### config.mk
export PLATFORM = sky130hd
export DESIGN_NAME = mcg_glue
export DESIGN_NICKNAME = d
export VERILOG_FILES = /design/src/core/mcg_pkg.sv /design/src/core/mcg_uart_clk_div.sv /design/src/core/mcg_glue.sv
export SDC_FILE = /design/constraint.sdc
export NUM_CORES = 1
export LEC_CHECK = 0
export ABC_AREA = 1
export BUFFER_PORTS_ARGS = -buffer_cell sky130_fd_sc_hd__buf_2
export CORE_AREA = 2 2 70 72
export DETAILED_ROUTE_END_ITERATION = 10
export DIE_AREA = 0 0 72 74
export GPL_TIMING_DRIVEN = 0
export PLACE_DENSITY = 0.82
export SLEW_MARGIN = 5
export SYNTH_ARGS = -nofsm -noshare
export SYNTH_HDL_FRONTEND = slang
export SYNTH_SLANG_ARGS = --single-unit
### constraint.sdc
create_clock -name ref_clk_in -period 2.3 [get_ports ref_clk_in]
set_clock_uncertainty 0.1 [all_clocks]
set_input_delay 0.345 -clock ref_clk_in [delete_from_list [all_inputs] [get_ports ref_clk_in]]
set_output_delay 0.345 -clock ref_clk_in [all_outputs]
set_load 0.01 [all_outputs]
### src/core/mcg_pkg.sv
// constants shared by the modem controller glue block
package mcg_pkg;
  // controller data space addresses
  localparam logic [19:0] MCG_ADDR_LINE_PORT = 20'h0_D000;
  localparam logic [19:0] MCG_ADDR_DIV_READ  = 20'h0_EC00;
  localparam logic [19:0] MCG_ADDR_UART_CLK  = 20'hD_4000;
  // line interface port bit positions
  localparam int MCG_LINE_DSP_RST = 0;
  localparam int MCG_LINE_OUT1    = 1;
  localparam int MCG_LINE_OUT2    = 2;
  localparam int MCG_LINE_OUT0    = 4;
  // reset values
  localparam logic [7:0] MCG_UART_CLK_RST  = 8'h06;
  localparam logic [7:0] MCG_LINE_PORT_RST = 8'h00;
  localparam logic [7:0] MCG_READ_ZERO     = 8'h00;
  // divider field: bits 6..1 hold half of the even ratio
  localparam int         MCG_DIV_LSB  = 1;
  localparam int         MCG_DIV_MSB  = 6;
  localparam logic [5:0] MCG_HALF_MIN = 6'h01;
  localparam logic [5:0] MCG_HALF_MAX = 6'h20;
  // external program fetch timing, in clock cycles
  localparam logic [3:0] MCG_FETCH_CYCLES = 4'h3;
  // operating modes taken from the straps
  typedef enum logic [1:0] {
    MCG_MODE_INTERNAL,
    MCG_MODE_EXTERNAL,
    MCG_MODE_TEST
  } mcg_mode_t;
endpackage : mcg_pkg

### src/core/mcg_uart_clk_div.sv
// even divider that makes the emulated uart clock from the crystal
`timescale 1ns/10ps
`default_nettype none
module mcg_uart_clk_div
  import mcg_pkg::*;
(
  input  wire logic       ref_clk_in,
  input  wire logic       nrst_in,
  input  wire logic [5:0] half_in,
  output var  logic       uart_clk_out,
  output var  logic       uart_tick_out
);
  logic [5:0] cnt_ff;
  logic [5:0] nxt_cnt;
  logic [5:0] half;
  logic       clk_ff;
  logic       nxt_clk;
  logic       tick_ff;
  logic       nxt_tick;

  ////////////////////////////////////////////////////////////////////////////
  // zero ratio would stall the uart, so it acts as the smallest ratio
  always_comb begin
    half = half_in;
    if (half_in < MCG_HALF_MIN) begin
      half = MCG_HALF_MIN;
    end else if (half_in > MCG_HALF_MAX) begin
      half = MCG_HALF_MAX;
    end
    nxt_cnt  = cnt_ff + 6'h01;
    nxt_clk  = clk_ff;
    nxt_tick = 1'b0;
    // toggle every half ratio keeps the duty cycle at 50 percent
    if (cnt_ff >= half) begin
      nxt_cnt  = MCG_HALF_MIN;
      nxt_clk  = ~clk_ff;
      nxt_tick = ~clk_ff;
    end
  end

  // registers only
  always_ff @(posedge ref_clk_in) begin
    if (!nrst_in) begin
      cnt_ff  <= MCG_HALF_MIN;
      clk_ff  <= 1'b0;
      tick_ff <= 1'b0;
    end else begin
      cnt_ff  <= nxt_cnt;
      clk_ff  <= nxt_clk;
      tick_ff <= nxt_tick;
    end
  end

  assign uart_clk_out  = clk_ff;
  assign uart_tick_out = tick_ff;
endmodule : mcg_uart_clk_div
`default_nettype wire

### src/core/mcg_glue.sv
// modem controller glue: straps, bank switch, line port, uart clock
`timescale 1ns/10ps
`default_nettype none
module mcg_glue
  import mcg_pkg::*;
(
  input  wire logic        ref_clk_in,
  input  wire logic        nrst_in,
  input  wire logic        config_select_low_in,
  input  wire logic        config_select_high_in,
  input  wire logic        pnp_enable_n_in,
  input  wire logic        pnp_key_in,
  input  wire logic        bank_port_bit_in,
  input  wire logic [19:0] dbus_addr_in,
  input  wire logic [7:0]  dbus_wdata_in,
  input  wire logic        dbus_wr_in,
  input  wire logic        dbus_rd_in,
  input  wire logic [7:0]  uart_div_low_in,
  input  wire logic        fetch_req_in,
  output var  logic [7:0]  dbus_rdata_out,
  output var  logic [1:0]  mode_out,
  output var  logic        uart_enable_out,
  output var  logic        parallel_if_enable_out,
  output var  logic        serial_if_enable_out,
  output var  logic        pnp_mode_out,
  output var  logic        bank_select_out,
  output var  logic        dsp_reset_n_out,
  output var  logic        line_control_out0,
  output var  logic        line_control_out1,
  output var  logic        line_control_out2,
  output var  logic        uart_clk_out,
  output var  logic        uart_tick_out,
  output var  logic        addr_latch_pulse_out,
  output var  logic        prog_fetch_n_out
);
  typedef enum logic [1:0] {MCG_F_IDLE, MCG_F_LATCH, MCG_F_FETCH} mcg_fst_t;

  // pin synchronisers: three stages, change accepted when 2 and 3 agree
  logic [2:0] sync_ff [3];
  logic [2:0] nxt_sync [3];
  logic [2:0] pin_raw;
  logic [2:0] strap_ff;
  logic [2:0] nxt_strap;
  // control and status state
  mcg_mode_t  mode_ff, nxt_mode;
  logic       uart_en_ff, nxt_uart_en;
  logic       par_en_ff, nxt_par_en;
  logic       ser_en_ff, nxt_ser_en;
  logic       pnp_ff, nxt_pnp;
  logic       bank_ff, nxt_bank;
  logic [7:0] line_ff, nxt_line;
  logic [7:0] uclk_ff, nxt_uclk;
  logic [7:0] rdata_ff, nxt_rdata;
  // fetch sequencer
  mcg_fst_t   fst_ff, nxt_fst;
  logic [3:0] fcnt_ff, nxt_fcnt;
  logic       ale_ff, nxt_ale;
  logic       prog_fetch_n_n_ff, nxt_prog_fetch_n_n;

  assign pin_raw = {pnp_enable_n_in, config_select_high_in,
                    config_select_low_in};

  ////////////////////////////////////////////////////////////////////////////
  // one synchroniser per strap pin; stage 1 feeds stage 2 only
  genvar g;
  generate
    for (g = 0; g < 3; g++) begin : g_sync
      always_comb begin
        nxt_sync[g] = {sync_ff[g][1:0], pin_raw[g]};
        nxt_strap[g] = strap_ff[g];
        if (sync_ff[g][1] == sync_ff[g][2]) begin
          nxt_strap[g] = sync_ff[g][2];
        end
      end
      // constant reset; the strap is followed after release
      always_ff @(posedge ref_clk_in) begin
        if (!nrst_in) begin
          sync_ff[g]  <= 3'h0;
          strap_ff[g] <= 1'b0;
        end else begin
          sync_ff[g]  <= nxt_sync[g];
          strap_ff[g] <= nxt_strap[g];
        end
      end
    end
  endgenerate

  ////////////////////////////////////////////////////////////////////////////
  // mode decode, pnp gate, bank switch, data space registers
  always_comb begin
    nxt_mode = MCG_MODE_INTERNAL;
    if (strap_ff[1]) begin
      nxt_mode = MCG_MODE_TEST;
    end else if (strap_ff[0]) begin
      nxt_mode = MCG_MODE_EXTERNAL;
    end
    nxt_uart_en = (nxt_mode == MCG_MODE_INTERNAL);
    nxt_par_en  = (nxt_mode == MCG_MODE_INTERNAL);
    nxt_ser_en  = (nxt_mode == MCG_MODE_EXTERNAL);
    // the pin wins over a key pulse; a high pin drops pnp
    nxt_pnp = pnp_ff;
    if (strap_ff[2]) begin
      nxt_pnp = 1'b0;
    end else if (pnp_key_in) begin
      nxt_pnp = 1'b1;
    end
    // cleared port bit means upper bank; jump timing is firmware's job
    nxt_bank = ~bank_port_bit_in;
    nxt_line = line_ff;
    nxt_uclk = uclk_ff;
    if (dbus_wr_in && dbus_addr_in == MCG_ADDR_LINE_PORT) begin
      nxt_line = dbus_wdata_in;
    end
    if (dbus_wr_in && dbus_addr_in == MCG_ADDR_UART_CLK) begin
      nxt_uclk = {1'b0, dbus_wdata_in[MCG_DIV_MSB:MCG_DIV_LSB], 1'b0};
    end
    // write-only registers and unmapped addresses read as zero
    nxt_rdata = MCG_READ_ZERO;
    if (dbus_rd_in && dbus_addr_in == MCG_ADDR_DIV_READ) begin
      nxt_rdata = uart_div_low_in;
    end
  end

  // registers only
  always_ff @(posedge ref_clk_in) begin
    if (!nrst_in) begin
      mode_ff    <= MCG_MODE_INTERNAL;
      // reset mode is internal, so its interfaces start enabled with it
      uart_en_ff <= 1'b1;
      par_en_ff  <= 1'b1;
      ser_en_ff  <= 1'b0;
      pnp_ff     <= 1'b0;
      bank_ff    <= 1'b0;
      line_ff    <= MCG_LINE_PORT_RST;
      uclk_ff    <= MCG_UART_CLK_RST;
      rdata_ff   <= MCG_READ_ZERO;
    end else begin
      mode_ff    <= nxt_mode;
      uart_en_ff <= nxt_uart_en;
      par_en_ff  <= nxt_par_en;
      ser_en_ff  <= nxt_ser_en;
      pnp_ff     <= nxt_pnp;
      bank_ff    <= nxt_bank;
      line_ff    <= nxt_line;
      uclk_ff    <= nxt_uclk;
      rdata_ff   <= nxt_rdata;
    end
  end

  ////////////////////////////////////////////////////////////////////////////
  // external program fetch: one latch cycle, then strobe low
  always_comb begin
    nxt_fst    = fst_ff;
    nxt_fcnt   = fcnt_ff;
    nxt_ale    = 1'b0;
    nxt_prog_fetch_n_n = 1'b1;
    unique case (fst_ff)
      MCG_F_IDLE: begin
        if (fetch_req_in) begin
          nxt_fst = MCG_F_LATCH;
          nxt_ale = 1'b1;
        end
      end
      MCG_F_LATCH: begin
        nxt_fst    = MCG_F_FETCH;
        nxt_fcnt   = MCG_FETCH_CYCLES;
        nxt_prog_fetch_n_n = 1'b0;
      end
      MCG_F_FETCH: begin
        nxt_fcnt   = fcnt_ff - 4'h1;
        nxt_prog_fetch_n_n = 1'b0;
        if (fcnt_ff == 4'h1) begin
          nxt_fst    = MCG_F_IDLE;
          nxt_prog_fetch_n_n = 1'b1;
        end
      end
    endcase
  end

  // registers only
  always_ff @(posedge ref_clk_in) begin
    if (!nrst_in) begin
      fst_ff    <= MCG_F_IDLE;
      fcnt_ff   <= 4'h0;
      ale_ff    <= 1'b0;
      prog_fetch_n_n_ff <= 1'b1;
    end else begin
      fst_ff    <= nxt_fst;
      fcnt_ff   <= nxt_fcnt;
      ale_ff    <= nxt_ale;
      prog_fetch_n_n_ff <= nxt_prog_fetch_n_n;
    end
  end

  ////////////////////////////////////////////////////////////////////////////
  // uart clock; exact 1.8432 mhz needs a crystal at an even multiple
  mcg_uart_clk_div u_div (
    .ref_clk_in    (ref_clk_in),
    .nrst_in       (nrst_in),
    .half_in       (uclk_ff[MCG_DIV_MSB:MCG_DIV_LSB]),
    .uart_clk_out  (uart_clk_out),
    .uart_tick_out (uart_tick_out)
  );

  // output assignments, all from flip-flops
  assign dbus_rdata_out         = rdata_ff;
  assign mode_out               = mode_ff;
  assign uart_enable_out        = uart_en_ff;
  assign parallel_if_enable_out = par_en_ff;
  assign serial_if_enable_out   = ser_en_ff;
  assign pnp_mode_out           = pnp_ff;
  assign bank_select_out        = bank_ff;
  assign dsp_reset_n_out        = line_ff[MCG_LINE_DSP_RST];
  assign line_control_out1      = line_ff[MCG_LINE_OUT1];
  assign line_control_out2      = line_ff[MCG_LINE_OUT2];
  assign line_control_out0      = line_ff[MCG_LINE_OUT0];
  assign addr_latch_pulse_out   = ale_ff;
  assign prog_fetch_n_out       = prog_fetch_n_n_ff;
endmodule : mcg_glue
`default_nettype wire

-- Yosys cells after proc, flatten, opt, wreduce, memory -nomap -nowiden
Memories as Yosys holds them, arrays and structs flattened.
Cells that the tools add are included.
W data, S select, Z words.
- reductions and logical operators: 12
- magnitude comparators: 3
- $add $sub $neg: 2
- equal/unequal tests: 12
- bitwise logic cells: 6
- muxes and demuxes: 16
- operator list (operator ; count):
    $eq A20 B16 Y1 const B ; 2
    $eq A20 B20 Y1 const B ; 1
    $mux W6 ; 2
    $mux W3 ; 3
    $pmux W4 S2 ; 1
    $reduce_and A2 Y1 ; 4
    $add A6 B1 Y6 const B ; 1
    $ge A6 B6 Y1 ; 1
    $gt A6 B6 Y1 const B ; 1
    $lt A6 B1 Y1 const B ; 1
    $mux W2 ; 3
    $pmux W2 S3 ; 1
    $mux W1 ; 5
    $eq A2 B1 Y1 const B ; 2
    $eq A4 B1 Y1 const B ; 1
    $logic_not A2 Y1 ; 2
    $ne A2 B2 Y1 const B ; 2
    $reduce_or A2 Y1 ; 2
    $sub A4 B1 Y4 const B ; 1
    $eq A1 B1 Y1 ; 3
    $logic_and A1 B1 Y1 ; 3
    $not A1 Y1 ; 3
    $or A1 B1 Y1 ; 3
    $eq A2 B2 Y1 const B ; 1
    2 further kinds ; 2
- output and inout bits: 23
- register bits: 44
- bits in writable memories: 9
- input bits: 46
- memories kept: 1
- logic and storage cells: 70
- memory list (name ; depth ; bits a word ; rd ports ; clocked after memory_dff ; write ports ; RTL line ; source):
    sync_ff ; 3 ; 3 ; 3 ; 0 ; 3 ; mcg_glue.sv:39 ; logic [2:0] sync_ff [3];

-- Depth between registers and ports, before layout
Gate-level depths: netlist of the first run.
- depth in word-level cells: 5
- depth in mapped cells: 11
- depth with buffers taken out: 11

-- Hierarchy
A second synthesis of the first run with hierarchy kept.
- cell total of the unflattened synthesis: 309
- area total of the unflattened synthesis: 2278.4 um2
- modules (own cells, without submodules) (module ; instances ; area an instance (um2) ; cells each ; seq. area each (um2)):
    mcg_glue ; 1 ; 1755.4 ; 239 ; 860.8
    mcg_uart_clk_div ; 1 ; 523.0 ; 70 ; 160.2

-- Least setup slack after synthesis of the first run
Ideal clock, no wire load.
- kind: register -> register
- start point: register uclk_ff[2]
- end point: register u_div.cnt_ff[1]
- library setup time: 67 ps
- cell stages (with the launch flop): 10
- clock period less this slack: 1694 ps
- required time: 2133 ps
- setup slack: 606 ps
- buffers on the path: 0
- arrival: 1527 ps
- path through: dfxtp_1 > nor3_1 > nand3_1 > nand2_1 > nand2_1 > ha_1 > a21boi_0 > o21ai_1 > nand3_1 > nor2_1
- longest elaborated chain between the ends: 5
- elaborated cells between the ends (all ways): 6
- classes of those cells: 3 x order compare; 2 x mux; 1 x reduce/logical
- RTL lines (element ; RTL line ; source):
    from (decl) ; mcg_glue.sv:52 ; logic [7:0] uclk_ff, nxt_uclk;
    from (signal assigned) ; mcg_glue.sv:145 ; uclk_ff <= nxt_uclk;
    $gt A6 B6 Y1 ; mcg_uart_clk_div.sv:27 ; end else if (half_in > MCG_HALF_MAX) begin
    $mux W6 ; mcg_uart_clk_div.sv:27 ;
    $mux W6 * ; mcg_uart_clk_div.sv:25 ; if (half_in < MCG_HALF_MIN) begin
    $ge A6 B6 Y1 * ; mcg_uart_clk_div.sv:34 ; if (cnt_ff >= half) begin
    $reduce_or A2 Y1 (no line) * ; - ;
    to (signal assigned) ; mcg_uart_clk_div.sv:48 ; cnt_ff <= nxt_cnt;
    to (decl) ; mcg_uart_clk_div.sv:13 ; logic [5:0] cnt_ff;
Mark *: on every way between the ends. The rest lies on a longest branch, timed or not.
A chain may end at the register's enable or synchronous reset.

-- Worst setup path in the final report of the first run
Same ends and word-level chain as after synthesis.

==> results of run 1 <==
[logic make-up (layout without fill, tap and decap cells)]
group | count (synthesis) | count (layout) | synth area share (%)
AO/OA/AOI/OAI | 22 | 22 | 5.48
XOR/XNOR | 4 | 4 | 1.60
adder cells (fa/ha/maj) | 13 | 13 | 7.42
buffers and inverters | 55 | 130 | 10.0
flip-flops | 51 | 51 | 46.6
AND/OR/NAND/NOR | 153 | 153 | 28.9
[state kept, by name, indices dropped and copies added, names as in the netlist]
register	flops
addr_latch_pulse_out	1
bank_select_out	1
dbus_rdata_out	8
fcnt_ff	4
fst_ff	2
line_ff	4
mode_out	1
parallel_if_enable_out	1
pnp_mode_out	1
prog_fetch_n_out	1
serial_if_enable_out	1
strap_ff	3
sync_ff	9
u_div.cnt_ff	6
u_div.uart_clk_out	1
u_div.uart_tick_out	1
uclk_ff	6
[metrics by stage]
| stage | std cells | cell area, um^2 | hold WS [ns] | util, % | worst slack (ns) |
|---|---|---|---|---|---|
| final | 427 | 2730 | 0.0840 | 59.3 | 0.322 |
| after global placement | 419 | 2590 | 0.293 | 56.4 | 0.447 |
| after floorplan | 298 | 2190 | 0.290 | - | 0.606 |
| after detailed placement | 419 | 2590 | 0.296 | 56.4 | 0.344 |
| after CTS | 427 | 2730 | 0.0808 | 59.3 | 0.329 |
| after global routing | 427 | 2730 | 0.0907 | 59.3 | 0.112 |
[power groups by stage]
stage          Sequential, mW  Combinational (mW)  Clock, mW
2_1_floorplan            1.08               0.399          0
3_3_place_gp             1.07               0.534          0
3_5_place_dp             1.08               0.570          0
6_report                 1.06               0.571      0.725
5_1_grt                  1.07               0.667      0.769
4_1_cts                  1.06               0.576      0.738
[worst max-delay path, cell delays in order (launching register included)]
cell,delay [ns]
sky130_fd_sc_hd__dfxtp_1,0.34
sky130_fd_sc_hd__nor3_1,0.19
sky130_fd_sc_hd__nand3_1,0.12
sky130_fd_sc_hd__a21oi_1,0.19
sky130_fd_sc_hd__ha_1,0.25
sky130_fd_sc_hd__inv_1,0.05
sky130_fd_sc_hd__a21boi_0,0.07
sky130_fd_sc_hd__o21ai_1,0.25
sky130_fd_sc_hd__nand3_1,0.23
sky130_fd_sc_hd__nor2_1,0.13
[worst max-delay path by stage]
stage,to,depth (start not counted)
floorplan,u_div.cnt_ff[1],9
global placement,u_div.cnt_ff[1],9
detailed placement,u_div.cnt_ff[1],10
CTS,u_div.cnt_ff[1],9
global route,u_div.cnt_ff[2],9
finish,u_div.cnt_ff[1],9
[routing by layer]
layer / vias up / track usage [%] / wire length (um)
met1: 883 / 20.5 / 1910
met3: 8 / 3.93 / 189
li1: 1057 / - / -
met2: 47 / 33.7 / 2200
met5: - / 0 / 0
met4: 0 / 6.71 / 84
[area by class of cell]
class | count | area [um^2]
clock inverters | 2 | 60.1
plain buffers | 5 | 32.5
clock buffers | 6 | 72.6
multi-input cells | 192 | 951
well taps | 54 | 67.6
flip-flops and latches | 51 | 1020
fillers | 432 | 1870
inverters | 50 | 188
repair buffers | 67 | 335
[placed cells by master, fill, tap and decap left out, types with 6 or more instances in the layout]
| cell | n |
|---|---|
| sky130_fd_sc_hd__inv_1 | 50 |
| sky130_fd_sc_hd__buf_2 | 69 |
| sky130_fd_sc_hd__dfxtp_1 | 51 |
| sky130_fd_sc_hd__ha_1 | 13 |
| sky130_fd_sc_hd__nor2_1 | 57 |
| sky130_fd_sc_hd__nand3_1 | 15 |
| sky130_fd_sc_hd__a21oi_1 | 11 |
| sky130_fd_sc_hd__o21ai_0 | 6 |
| sky130_fd_sc_hd__nand2_1 | 66 |
==> results.env, run 1 <==
SWITCHINGPOWER_uW=701
NUMBER_OF_DIFFERENT_LIBRARY_CELLS_IN_THE_POST_SYNTHESIS_NETLIST=21
MIN_PERIOD_OVER_PERIOD_PCT=86.0
DRT-VIAS-PER-INSTANCE=4.67
CTS.HOLD.BUFFERS_ADDED=0
YS_SEQ_ELEMENTS=51
PORT_BUFFERS=67
CRIT-REG2REG-LAUNCH='uclk_ff[2]'
GP_CONGESTION=0.812
POWER-PER-CELL-AREA_nW_PER_UM2=863
GRT_START_MAX_NET_PINS=16
CHIPWIDTH_UM=72
SETUP_VIOLATIONS=0
FINAL_NET_COUNT=431
REG2REG_TO='u_div.cnt_ff[1]'
STATUS='finished clean'
SHARE_SEQ_OF_TOTAL_POWER_PCT=45.0
HOLD_VIOL_FINAL=0
VDD_DROP_MAX_mV=0.398
SHARE_COMB_OF_TOTAL_POWER_PCT=24.3
DIE-HEIGHT_UM=74
SYNTH_WARNINGS=0
FINAL-MAX-SLEW-VIOLATION-COUNT=0
MIN_PATH_TYPE='input pin to flip-flop'
SYNTHESIZED_NETLIST_NET_COUNT=357
CRIT_PATH_END_KIND='flip-flop'
GLOBAL_ROUTE.OVERFLOW_TOTAL=0
YOSYS_MOST_USED_DFF='sky130_fd_sc_hd__dfxtp_1'
SYN_AREA_UM2=2190
CP-STARTPOINT='uclk_ff[2]'
CTS_HTREE_LEVELS=2
SYNTH-EDFF-COUNT=0
COUNT_OF_PINS_ON_THE_BLOCK_BOUNDARY=69
SHARE_OF_POST_ROUTE_CELLS_WITH_DRIVE_STRENGTH_ABOVE_1_PCT=22.5
HOLD_CRIT_DEPTH=2
YOSYSTOPAREACELLSHARE_PCT=46.6
NETLIST_TOP_CELLS_COUNT='sky130_fd_sc_hd__nand2_1, sky130_fd_sc_hd__nor2_1, sky130_fd_sc_hd__dfxtp_1'
ROUTEDWLPERCELL_UM=10.3
GRT_UTIL_ALL_LAYERS_PCT=18.2
FINAL.SETUP.TNS_NS=0
CRIT_PATH_START_KIND='flip-flop'
CTS_SETUP_BUFFERS=0
MAXCAPVIOLATIONS=0
CLK_PATH_BUF_DEPTH=2
CTS_TREE='yes'
GRT_PASS1_VIAS=1954
NUMBER_OF_ROWS_CREATED_AT_FLOORPLAN=25
SYNTH.AVG_CELL_AREA_UM2=7.36
POST_CTS_RESIZED=0
CTS_MADE_BUFFERS=5
MAX_SLEW_MARGIN_PCT=79.3
POST-ROUTE-DRC-COUNT=0
SHARE_CLK_OF_TOTAL_POWER_PCT=30.8
CTS-ROOT-BUF='sky130_fd_sc_hd__clkbuf_8'
CORE_REGION_AREA_UM2=4600
SWSHARE_PCT=29.8
FF2FF_SETUP_SLACK_NS=0.32
FIRST_PASS_GRT_WIRE_LENGTH_MM=7.79
ACHIEVABLE-FREQUENCY_MHz=506
RSZ0062_AT_GRT='false'
P_INT_mW=1.65
WORST-R2R-CELL-COUNT=9
AREA_DELTA_SYNTH_FINAL_PCT=24.4
FIRST_ITER_VIOLATIONS=124
FLOORPLAN.INITIALDENSITY_PCT=47.7
SYNTH.MOST_COMMON_CELL='sky130_fd_sc_hd__nand2_1'
WORSTSETUPPATHTYPE='flip-flop to flip-flop'
SYNTH.AREA.TOP_CELLS='sky130_fd_sc_hd__dfxtp_1, sky130_fd_sc_hd__nand2_1, sky130_fd_sc_hd__nor2_1, sky130_fd_sc_hd__inv_1, sky130_fd_sc_hd__ha_1'
YOSYSSEQAREASHARE_PCT=46.6
ENDPOINT_WITH_THE_WORST_HOLD_SLACK='bank_select_out'
CRIT_REQUIRED_NS=2.44
GRT_ANTENNA_BEFORE_REPAIR=0
DETAIL_ROUTE.FIRST_PASS.ITERATIONS=4
SYN-INSTANCE-COUNT=298
TOTAL_LEAKAGE_POWER_nW=1.52
CLKSLEWWORSTSETUPHOLDPATHS_NS=0.09
DESIGN_POWER_TOTAL_mW=2.35
ANTENNA_CELLS=0
DETAILEDPLACEMENTHPWL_MM=3.45
DIE_AREA_UM2=5330
YOSYSTOPAREACELL='sky130_fd_sc_hd__dfxtp_1'
HOLD_START='bank_port_bit_in'
LAYOUT_MIN_CYCLE_TIME_NS=1.98
TOTAL_LENGTH_OF_ROUTED_WIRES_MM=4.39
TIMING.CRITICAL_PATH.FANOUT_MAX=5
TRITONCTS_NUM_SINKS=51
ARRIVAL_NS=2.12
WORST_SLEW_PIN_SLEW_NS=0.309
WORSTSKEWPAIRLATENCY_NS=0.30
NUM_VIAS=1995
DRTANTENNAVIOLNETS=0
POSTSYNTH.ASYNCRESETSHARE_PCT=0
Note: power is estimated with default switching activity, not from simulation.
==> run 2, diff against run 1 <==
- ABC_AREA: 1 -> not set
- BUFFER_PORTS_ARGS: -buffer_cell sky130_fd_sc_hd__buf_2 -> -buffer_cell sky130_fd_sc_hd__buf_4
- CORE_AREA: 2 2 70 72 -> 2 2 68 70
- DIE_AREA: 0 0 72 74 -> 0 0 70 72
- PLACE_DENSITY: 0.82 -> 0.83
- SLEW_MARGIN: 5 -> 40
==> run 2 against run 1 <==
Against the previous run:
- global-route usage rose by 0.31 points
- highest routed layer unchanged
- critical endpoint is now u_div.cnt_ff[0]
- combinational power fell by 8.4%
- register-to-register slack got worse by 0.18 ns
- routed wire length fell by 0.14%
- via count fell by 12%
- sequential share of layout area fell by 0.068 points
- worst setup slack got worse by 0.18 ns
- fmax fell by 8.1%
- synthesized cell count fell by 28%
- clock-buffer cell count fell by 1
- worst hold slack improved by 0.0066 ns
- die area fell by 5.4%
==> results.env, run 2 <==
STATUS='finished clean'
YOSYS_MOST_USED_DFF='sky130_fd_sc_hd__dfxtp_1'
FINAL-MAX-SLEW-VIOLATION-COUNT=0
DRT-VIAS-PER-INSTANCE=5.14
CTS_SETUP_BUFFERS=0
ANTENNA_CELLS=0
FIRST_PASS_GRT_WIRE_LENGTH_MM=7.42
LARGEST-REGISTER='sync_ff'
CTS_HTREE_LEVELS=2
SHARE_OF_POST_ROUTE_CELLS_WITH_DRIVE_STRENGTH_ABOVE_1_PCT=30.1
NUM_VIAS=1754
VDD_DROP_MAX_mV=0.633
MAXCAPVIOLATIONS=0
NUMBER_OF_DIFFERENT_LIBRARY_CELLS_IN_THE_POST_SYNTHESIS_NETLIST=39
GLOBAL_ROUTE.OVERFLOW_TOTAL=0
SYNTH.AREA.TOP_CELLS='sky130_fd_sc_hd__dfxtp_1, sky130_fd_sc_hd__ha_1, sky130_fd_sc_hd__and2_1, sky130_fd_sc_hd__nand3_1, sky130_fd_sc_hd__a21oi_1'
REG2REG_TO='u_div.cnt_ff[0]'
SWITCHINGPOWER_uW=599
CRIT_REQUIRED_NS=2.39
TIMING.CRITICAL_PATH.BUF_INV=0
CTS_MADE_BUFFERS=5
NETLIST_TOP_CELLS_COUNT='sky130_fd_sc_hd__dfxtp_1, sky130_fd_sc_hd__and2_1, sky130_fd_sc_hd__nand3_1'
SYN-INSTANCE-COUNT=215
GLOBAL_ROUTE_MET1_UTILIZATION_PCT=21.9
CRIT_PATH_END_KIND='flip-flop'
GLOBAL_ROUTE.PEAK_USAGE_LAYER='met2'
FIRST_ITER_VIOLATIONS=72
GRT_ANTENNA_BEFORE_REPAIR=0
CORE_REGION_AREA_UM2=4260
SYN_AREA_UM2=2060
TRITONCTS_NUM_SINKS=51
CRIT-REG2REG-LAUNCH='uclk_ff[2]'
YS_SEQ_ELEMENTS=51
CRIT_SLOWEST_CELL='sky130_fd_sc_hd__dfxtp_1'
HOLD_VIOL_FINAL=0
CTS-ROOT-BUF='sky130_fd_sc_hd__clkbuf_8'
COUNT_OF_PINS_ON_THE_BLOCK_BOUNDARY=69
GRT_PASS1_VIAS=1711
SYNTH-EDFF-COUNT=0
POST-ROUTE-DRC-COUNT=0
MAX_SLEW_MARGIN_PCT=56.5
WORST_SLEW_PIN_SLEW_NS=0.649
YOSYSTOPAREACELL='sky130_fd_sc_hd__dfxtp_1'
POWER-PER-CELL-AREA_nW_PER_UM2=790
YOSYSSEQAREASHARE_PCT=49.6
LAYOUT_MIN_CYCLE_TIME_NS=2.15
TOTAL_LEAKAGE_POWER_nW=1.18
FINAL_NET_COUNT=348
SYNTH.AVG_CELL_AREA_UM2=9.57
ENDPOINT_WITH_THE_WORST_HOLD_SLACK='bank_select_out'
POSTSYNTH.ASYNCRESETSHARE_PCT=0
SYNTH.MOST_COMMON_CELL='sky130_fd_sc_hd__dfxtp_1'
GRT_UTIL_MET2_PCT=31.2
SHARE_SEQ_OF_TOTAL_POWER_PCT=48.2
CTS.HOLD.BUFFERS_ADDED=0
HOLD_CRIT_DEPTH=2
SYNTHESIZED_NETLIST_NET_COUNT=274
GRT_UTIL_MET3_PCT=6.53
MIN_PERIOD_OVER_PERIOD_PCT=93.6
MOSTFREQUENTLAYOUTCELL='sky130_fd_sc_hd__buf_4'
TOTAL_LENGTH_OF_ROUTED_WIRES_MM=4.38
SETUP_VIOLATIONS=0
ROUTEDWLPERCELL_UM=12.8
CP_NUM_CELLS=8
WORST_PATH_DOMINANT_CELL_FAMILY='simple AND/OR/NAND/NOR gates'
CHIPWIDTH_UM=70
LARGEST_REG_FLOPS=9
RSZ0062_AT_GRT='false'
PORT_BUFFERS=67
SHARE_CLK_OF_TOTAL_POWER_PCT=27.6
SWSHARE_PCT=27.8
GP_CONGESTION=0.860
YOSYSTOPAREACELLSHARE_PCT=49.6
CRIT_PATH_START_KIND='flip-flop'
HOLD-WORST-SLACK_NS=0.0906
ARRIVAL_NS=2.25
WORST-R2R-CELL-COUNT=8
MOST-COMMON-LAYOUT-CELLS='sky130_fd_sc_hd__buf_4, sky130_fd_sc_hd__dfxtp_1, sky130_fd_sc_hd__and2_1'
HOLD_START='bank_port_bit_in'
POST_CTS_RESIZED=0
CLK_PATH_BUF_DEPTH=2
DIE-HEIGHT_UM=72
GRT_START_MAX_NET_PINS=16
WORSTSKEWPAIRLATENCY_NS=0.30
ACHIEVABLE-FREQUENCY_MHz=464
FINAL-INSTANCE-COUNT-EXCL-FILL=341
WORSTSETUPPATHTYPE='flip-flop to flip-flop'
NUMBER_OF_ROWS_CREATED_AT_FLOORPLAN=24
GRT_UTIL_ALL_LAYERS_PCT=18.5
SHARE_COMB_OF_TOTAL_POWER_PCT=24.2
DIE_AREA_UM2=5040
DETAILEDPLACEMENTHPWL_MM=3.38
CLKSLEWWORSTSETUPHOLDPATHS_NS=0.09
DETAIL_ROUTE.FIRST_PASS.ITERATIONS=4
PATH_CELLS='nor4_1 -> nor2_1 -> nor2_1 -> ha_1 -> nand2b_1 -> a21oi_1 -> o211ai_1 -> or2_2'
P_INT_mW=1.56
PLACE.DETAILED.INSTANCES=334
TIMING.CRITICAL_PATH.FANOUT_MAX=6
CPPEAKSTAGEDELAY_NS=0.34
DRTANTENNAVIOLNETS=0
AREA_DELTA_SYNTH_FINAL_PCT=32.8
SYNTH_WARNINGS=0
FINAL.SETUP.TNS_NS=0
FLOORPLAN.INITIALDENSITY_PCT=48.3
CTS_TREE='yes'
MOST_USED_CELL_ALONG_THE_CRITICAL_PATH='sky130_fd_sc_hd__nor2_1'
MIN_PATH_TYPE='input pin to flip-flop'
FF2FF_SETUP_SLACK_NS=0.15
run 2: cell types whose count changed in the layout (fill, tap and decap cells not counted), moves of 3 or more:
cell,delta
sky130_fd_sc_hd__inv_1,-41
sky130_fd_sc_hd__buf_2,-69
sky130_fd_sc_hd__o21ai_1,+9
sky130_fd_sc_hd__nand2_1,-54
sky130_fd_sc_hd__nand4_1,-4
sky130_fd_sc_hd__nor2_2,-3
sky130_fd_sc_hd__and2_1,+18
sky130_fd_sc_hd__or4_4,+3
sky130_fd_sc_hd__and3_1,+3
sky130_fd_sc_hd__nor3_1,-3
sky130_fd_sc_hd__buf_4,+66
sky130_fd_sc_hd__nor2_1,-44
sky130_fd_sc_hd__a21oi_1,+4
run 2: stage by stage:
stage / setup slack [ns] / utilization, % / power (mW) / cell area (um^2)
after global placement: 0.208 / 61.6 / 1.56 / 2630
after detailed placement: 0.177 / 61.6 / 1.59 / 2630
after CTS: 0.154 / 64.1 / 2.19 / 2730
after floorplan: 0.425 / - / 1.40 / 2060
final: 0.147 / 64.1 / 2.16 / 2730
after global routing: 0.0131 / 64.1 / 2.31 / 2730
run 2: routing by layer:
layer,vias up,part of all wire [%]
li1,895,-
met5,-,0
met4,0,1.6
met3,7,7.4
met2,55,47
met1,797,44
run 2: power by group through the flow:
stage | logic, mW | clock network, mW | registers, mW
finish | 0.523 | 0.596 | 1.04
global placement | 0.501 | 0 | 1.06
floorplan | 0.338 | 0 | 1.06
detailed placement | 0.528 | 0 | 1.06
global route | 0.600 | 0.657 | 1.06
CTS | 0.532 | 0.618 | 1.04
run 2: layout make-up:
cell class / instances / area (um^2)
repair buffers: 67 / 503
flip-flops and latches: 51 / 1020
multi-input cells: 149 / 966
clock inverters: 2 / 37.5
plain buffers: 6 / 37.5
clock buffers: 5 / 68.8
fillers: 368 / 1530
inverters: 9 / 33.8
well taps: 52 / 65.1
run 2: worst max path at each step:
| stage | startpoint | end |
|---|---|---|
| 2_1_floorplan | uclk_ff[2] | u_div.cnt_ff[0] |
| 3_3_place_gp | uclk_ff[2] | u_div.cnt_ff[0] |
| 3_5_place_dp | uclk_ff[2] | u_div.cnt_ff[0] |
| 4_1_cts | uclk_ff[2] | u_div.cnt_ff[0] |
| 5_1_grt | uclk_ff[2] | u_div.cnt_ff[0] |
| 6_report | uclk_ff[2] | u_div.cnt_ff[0] |
run 2: cells by family after synthesis:
family | share of synthesized area [%]
compound gates | 11.2
mux | 0.973
fa+ha+maj | 7.90
simple gates | 25.1
xor+xnor | 1.70
flops | 49.6
buf+inv | 3.46
==> run 3, diff against run 2 <==
- CORE_AREA: 2 2 68 70 -> 2 2 72 74
- DIE_AREA: 0 0 70 72 -> 0 0 74 76
- PLACE_DENSITY: 0.83 -> 0.79
- SYNTH_HIERARCHICAL: not set -> 1
- clock period: 2.3 -> 1.9 ns (I/O delays scaled with it)
==> run 3 against run 2 <==
Against the previous run:
- die area grew 12%
- power is 33% higher
- sequential power increased by 22%
- clock power increased by 46%
- cell count rose by 6.2%
- register-to-register slack worse by 0.06 ns
- clock-buffer cell count is 1 higher
==> results.env, run 3 <==
STATUS='finished clean'
POST_CTS_RESIZED=0
MIN_PATH_TYPE='input pin to flip-flop'
CTS.HOLD.BUFFERS_ADDED=0
MIN_PERIOD_OVER_PERIOD_PCT=95.3
POWER-PER-CELL-AREA_nW_PER_UM2=1010
CRIT_PATH_END_KIND='flip-flop'
CRIT_SLOWEST_CELL='sky130_fd_sc_hd__dfxtp_2'
FIN_UTIL_PCT=57.9
CTS_SETUP_BUFFERS=0
FLOORPLAN.INITIALDENSITY_PCT=42.9
TIMING.CRITICAL_PATH.FANOUT_MAX=4
LARGEST-REGISTER='sync_ff'
GRT_START_MAX_NET_PINS=16
ROUTEDWLPERCELL_UM=11.9
CTS-ROOT-BUF='sky130_fd_sc_hd__clkbuf_8'
FINAL-MAX-SLEW-VIOLATION-COUNT=0
HOLD_VIOL_FINAL=0
SYNTHESIZED_NETLIST_NET_COUNT=276
AREA_DELTA_SYNTH_FINAL_PCT=35.0
SYNTH.AREA.TOP_CELLS='sky130_fd_sc_hd__dfxtp_1, sky130_fd_sc_hd__ha_1, sky130_fd_sc_hd__and2_1, sky130_fd_sc_hd__o21ai_0, sky130_fd_sc_hd__a21oi_1'
CRIT_REQUIRED_NS=2.03
MOSTFREQUENTLAYOUTCELL='sky130_fd_sc_hd__buf_4'
GRT_ANTENNA_BEFORE_REPAIR=0
GRT_UTIL_ALL_LAYERS_PCT=16.2
FIRST_ITER_VIOLATIONS=73
CRIT_PATH_START_KIND='flip-flop'
ACHIEVABLE-FREQUENCY_MHz=552
NUMBER_OF_ROWS_CREATED_AT_FLOORPLAN=26
LAYOUT_MIN_CYCLE_TIME_NS=1.81
FIN_WS_NS=0.0884
NUMBER_OF_DIFFERENT_LIBRARY_CELLS_IN_THE_POST_SYNTHESIS_NETLIST=40
SHARE_OF_POST_ROUTE_CELLS_WITH_DRIVE_STRENGTH_ABOVE_1_PCT=31.8
ANTENNA_CELLS=0
TIMING.CRITICAL_PATH.BUF_INV=0
N_FILL_CELL=437
YOSYSTOPAREACELL='sky130_fd_sc_hd__dfxtp_1'
YOSYSSEQAREASHARE_PCT=48.4
NUM_VIAS=1767
TRITONCTS_NUM_SINKS=51
PATH_CELLS='nor4_2 -> nor2_1 -> nor2_1 -> ha_1 -> nand2b_4 -> a21oi_4 -> o21a_4 -> mux2i_1'
SYN_AREA_UM2=2110
CTS_TREE='yes'
VDD_DROP_MAX_mV=0.553
SYNTH.AVG_CELL_AREA_UM2=9.72
CLK_PATH_BUF_DEPTH=2
CHIPWIDTH_UM=74
DRTANTENNAVIOLNETS=0
WORST_SLEW_PIN_SLEW_NS=0.510
SYNTH-EDFF-COUNT=0
GLOBAL_ROUTE.OVERFLOW_TOTAL=0
DETAIL_ROUTE.FIRST_PASS.ITERATIONS=4
MOST-COMMON-LAYOUT-CELLS='sky130_fd_sc_hd__buf_4, sky130_fd_sc_hd__dfxtp_1, sky130_fd_sc_hd__and2_1'
CPPEAKSTAGEDELAY_NS=0.34
COUNT_OF_PINS_ON_THE_BLOCK_BOUNDARY=69
CTS_HTREE_LEVELS=2
SETUP_VIOLATIONS=0
MAX_SLEW_MARGIN_PCT=66.0
DRT-VIAS-PER-INSTANCE=4.88
LARGEST_REG_FLOPS=9
CORE_REGION_AREA_UM2=4910
DETAILEDPLACEMENTHPWL_MM=3.18
MOST_USED_CELL_ALONG_THE_CRITICAL_PATH='sky130_fd_sc_hd__nor2_1'
SYN-INSTANCE-COUNT=217
DESIGN_POWER_TOTAL_mW=2.88
WORST_PATH_DOMINANT_CELL_FAMILY='simple AND/OR/NAND/NOR gates'
POST-ROUTE-DRC-COUNT=0
FINAL_NET_COUNT=350
DP_SLACK_NS=0.0617
DIE-HEIGHT_UM=76
YOSYSTOPAREACELLSHARE_PCT=48.4
TOTAL_LENGTH_OF_ROUTED_WIRES_MM=4.32
POSTSYNTH.ASYNCRESETSHARE_PCT=0
ARRIVAL_NS=1.95
FIRST_PASS_GRT_WIRE_LENGTH_MM=7.19
GRT_PASS1_VIAS=1783
DIE_AREA_UM2=5620
PORT_BUFFERS=67
WORSTSKEWPAIRLATENCY_NS=0.30
YS_SEQ_ELEMENTS=51
TOTAL_LEAKAGE_POWER_nW=1.23
WORSTSETUPPATHTYPE='flip-flop to flip-flop'
RSZ0062_AT_GRT='true'
YOSYS_MOST_USED_DFF='sky130_fd_sc_hd__dfxtp_1'
MAXCAPVIOLATIONS=0
NETLIST_TOP_CELLS_COUNT='sky130_fd_sc_hd__dfxtp_1, sky130_fd_sc_hd__and2_1, sky130_fd_sc_hd__o21ai_0'
GP_CONGESTION=0.823
CTS_MADE_BUFFERS=5
CLKSLEWWORSTSETUPHOLDPATHS_NS=0.09
SYNTH_WARNINGS=6
SYNTH.MOST_COMMON_CELL='sky130_fd_sc_hd__dfxtp_1'
==> run 3: cell types whose count changed after synthesis, sizes merged, moves of 2 or more <==
cell	previous run	this run
nand3	17	13
and2	18	20
nor4b	1	3
nand2	12	14
or4	3	0
inv	9	7
and3	3	5
nand4	1	7
or4b	2	0
==> run 3: per-stage QoR <==
stage          hold slack [ns]  setup TNS (ns)  std cells  area, um^2
5_1_grt                 0.0119         -0.0308        362        2850
2_1_floorplan            0.252               0        217        2110
6_report                0.0216               0        362        2850
3_5_place_dp             0.319               0        354        2700
3_3_place_gp             0.316               0        354        2700
4_1_cts                 0.0119               0        362        2830
==> run 3: kinds of logic after synthesis <==
logic type	Yosys count	synth area share, %
simple gates	90	25.6
compound gates	42	12.0
mux	2	0.950
buf+inv	15	3.56
xor+xnor	4	1.66
fa+ha+maj	13	7.72
flops	51	48.4
==> run 3: final timing paths <==
kind | end | cells after the start | slack, ns | from
worst max-delay path | u_div/uart_clk_out | 8 | 0.09 | uclk_ff[5]
worst min-delay path | bank_select_out | 2 | 0.02 | bank_port_bit_in
worst max register to register | u_div/uart_clk_out | 8 | 0.09 | uclk_ff[5]
worst min register to register | sync_ff[1][1] | 1 | 0.34 | sync_ff[1][0]
==> run 3: cell type report <==
| class | instances | area [um^2] | share of cell area (%) |
|---|---|---|---|
| repair buffers | 67 | 503 | 17.7 |
| flip-flops and latches | 51 | 1020 | 35.9 |
| multi-input cells | 151 | 1020 | 36.0 |
| clock buffers | 6 | 72.6 | 2.55 |
| clock inverters | 2 | 60.1 | 2.11 |
| well taps | 70 | 87.6 | 3.08 |
| inverters | 8 | 30.0 | 1.06 |
| plain buffers | 7 | 45.0 | 1.58 |
==> run 3: power by group <==
part / leakage [nW] / switching (mW) / internal, mW
clock: 0.0654 / 0.343 / 0.526
sequential: 0.416 / 0.0925 / 1.18
combinational: 0.747 / 0.354 / 0.381
==> run 3: per-layer routing <==
metal,global-route usage [%],routed length (um)
met1,16.5,1700
met2,28.6,2240
met3,5.69,275
met4,7.45,100
met5,0,0
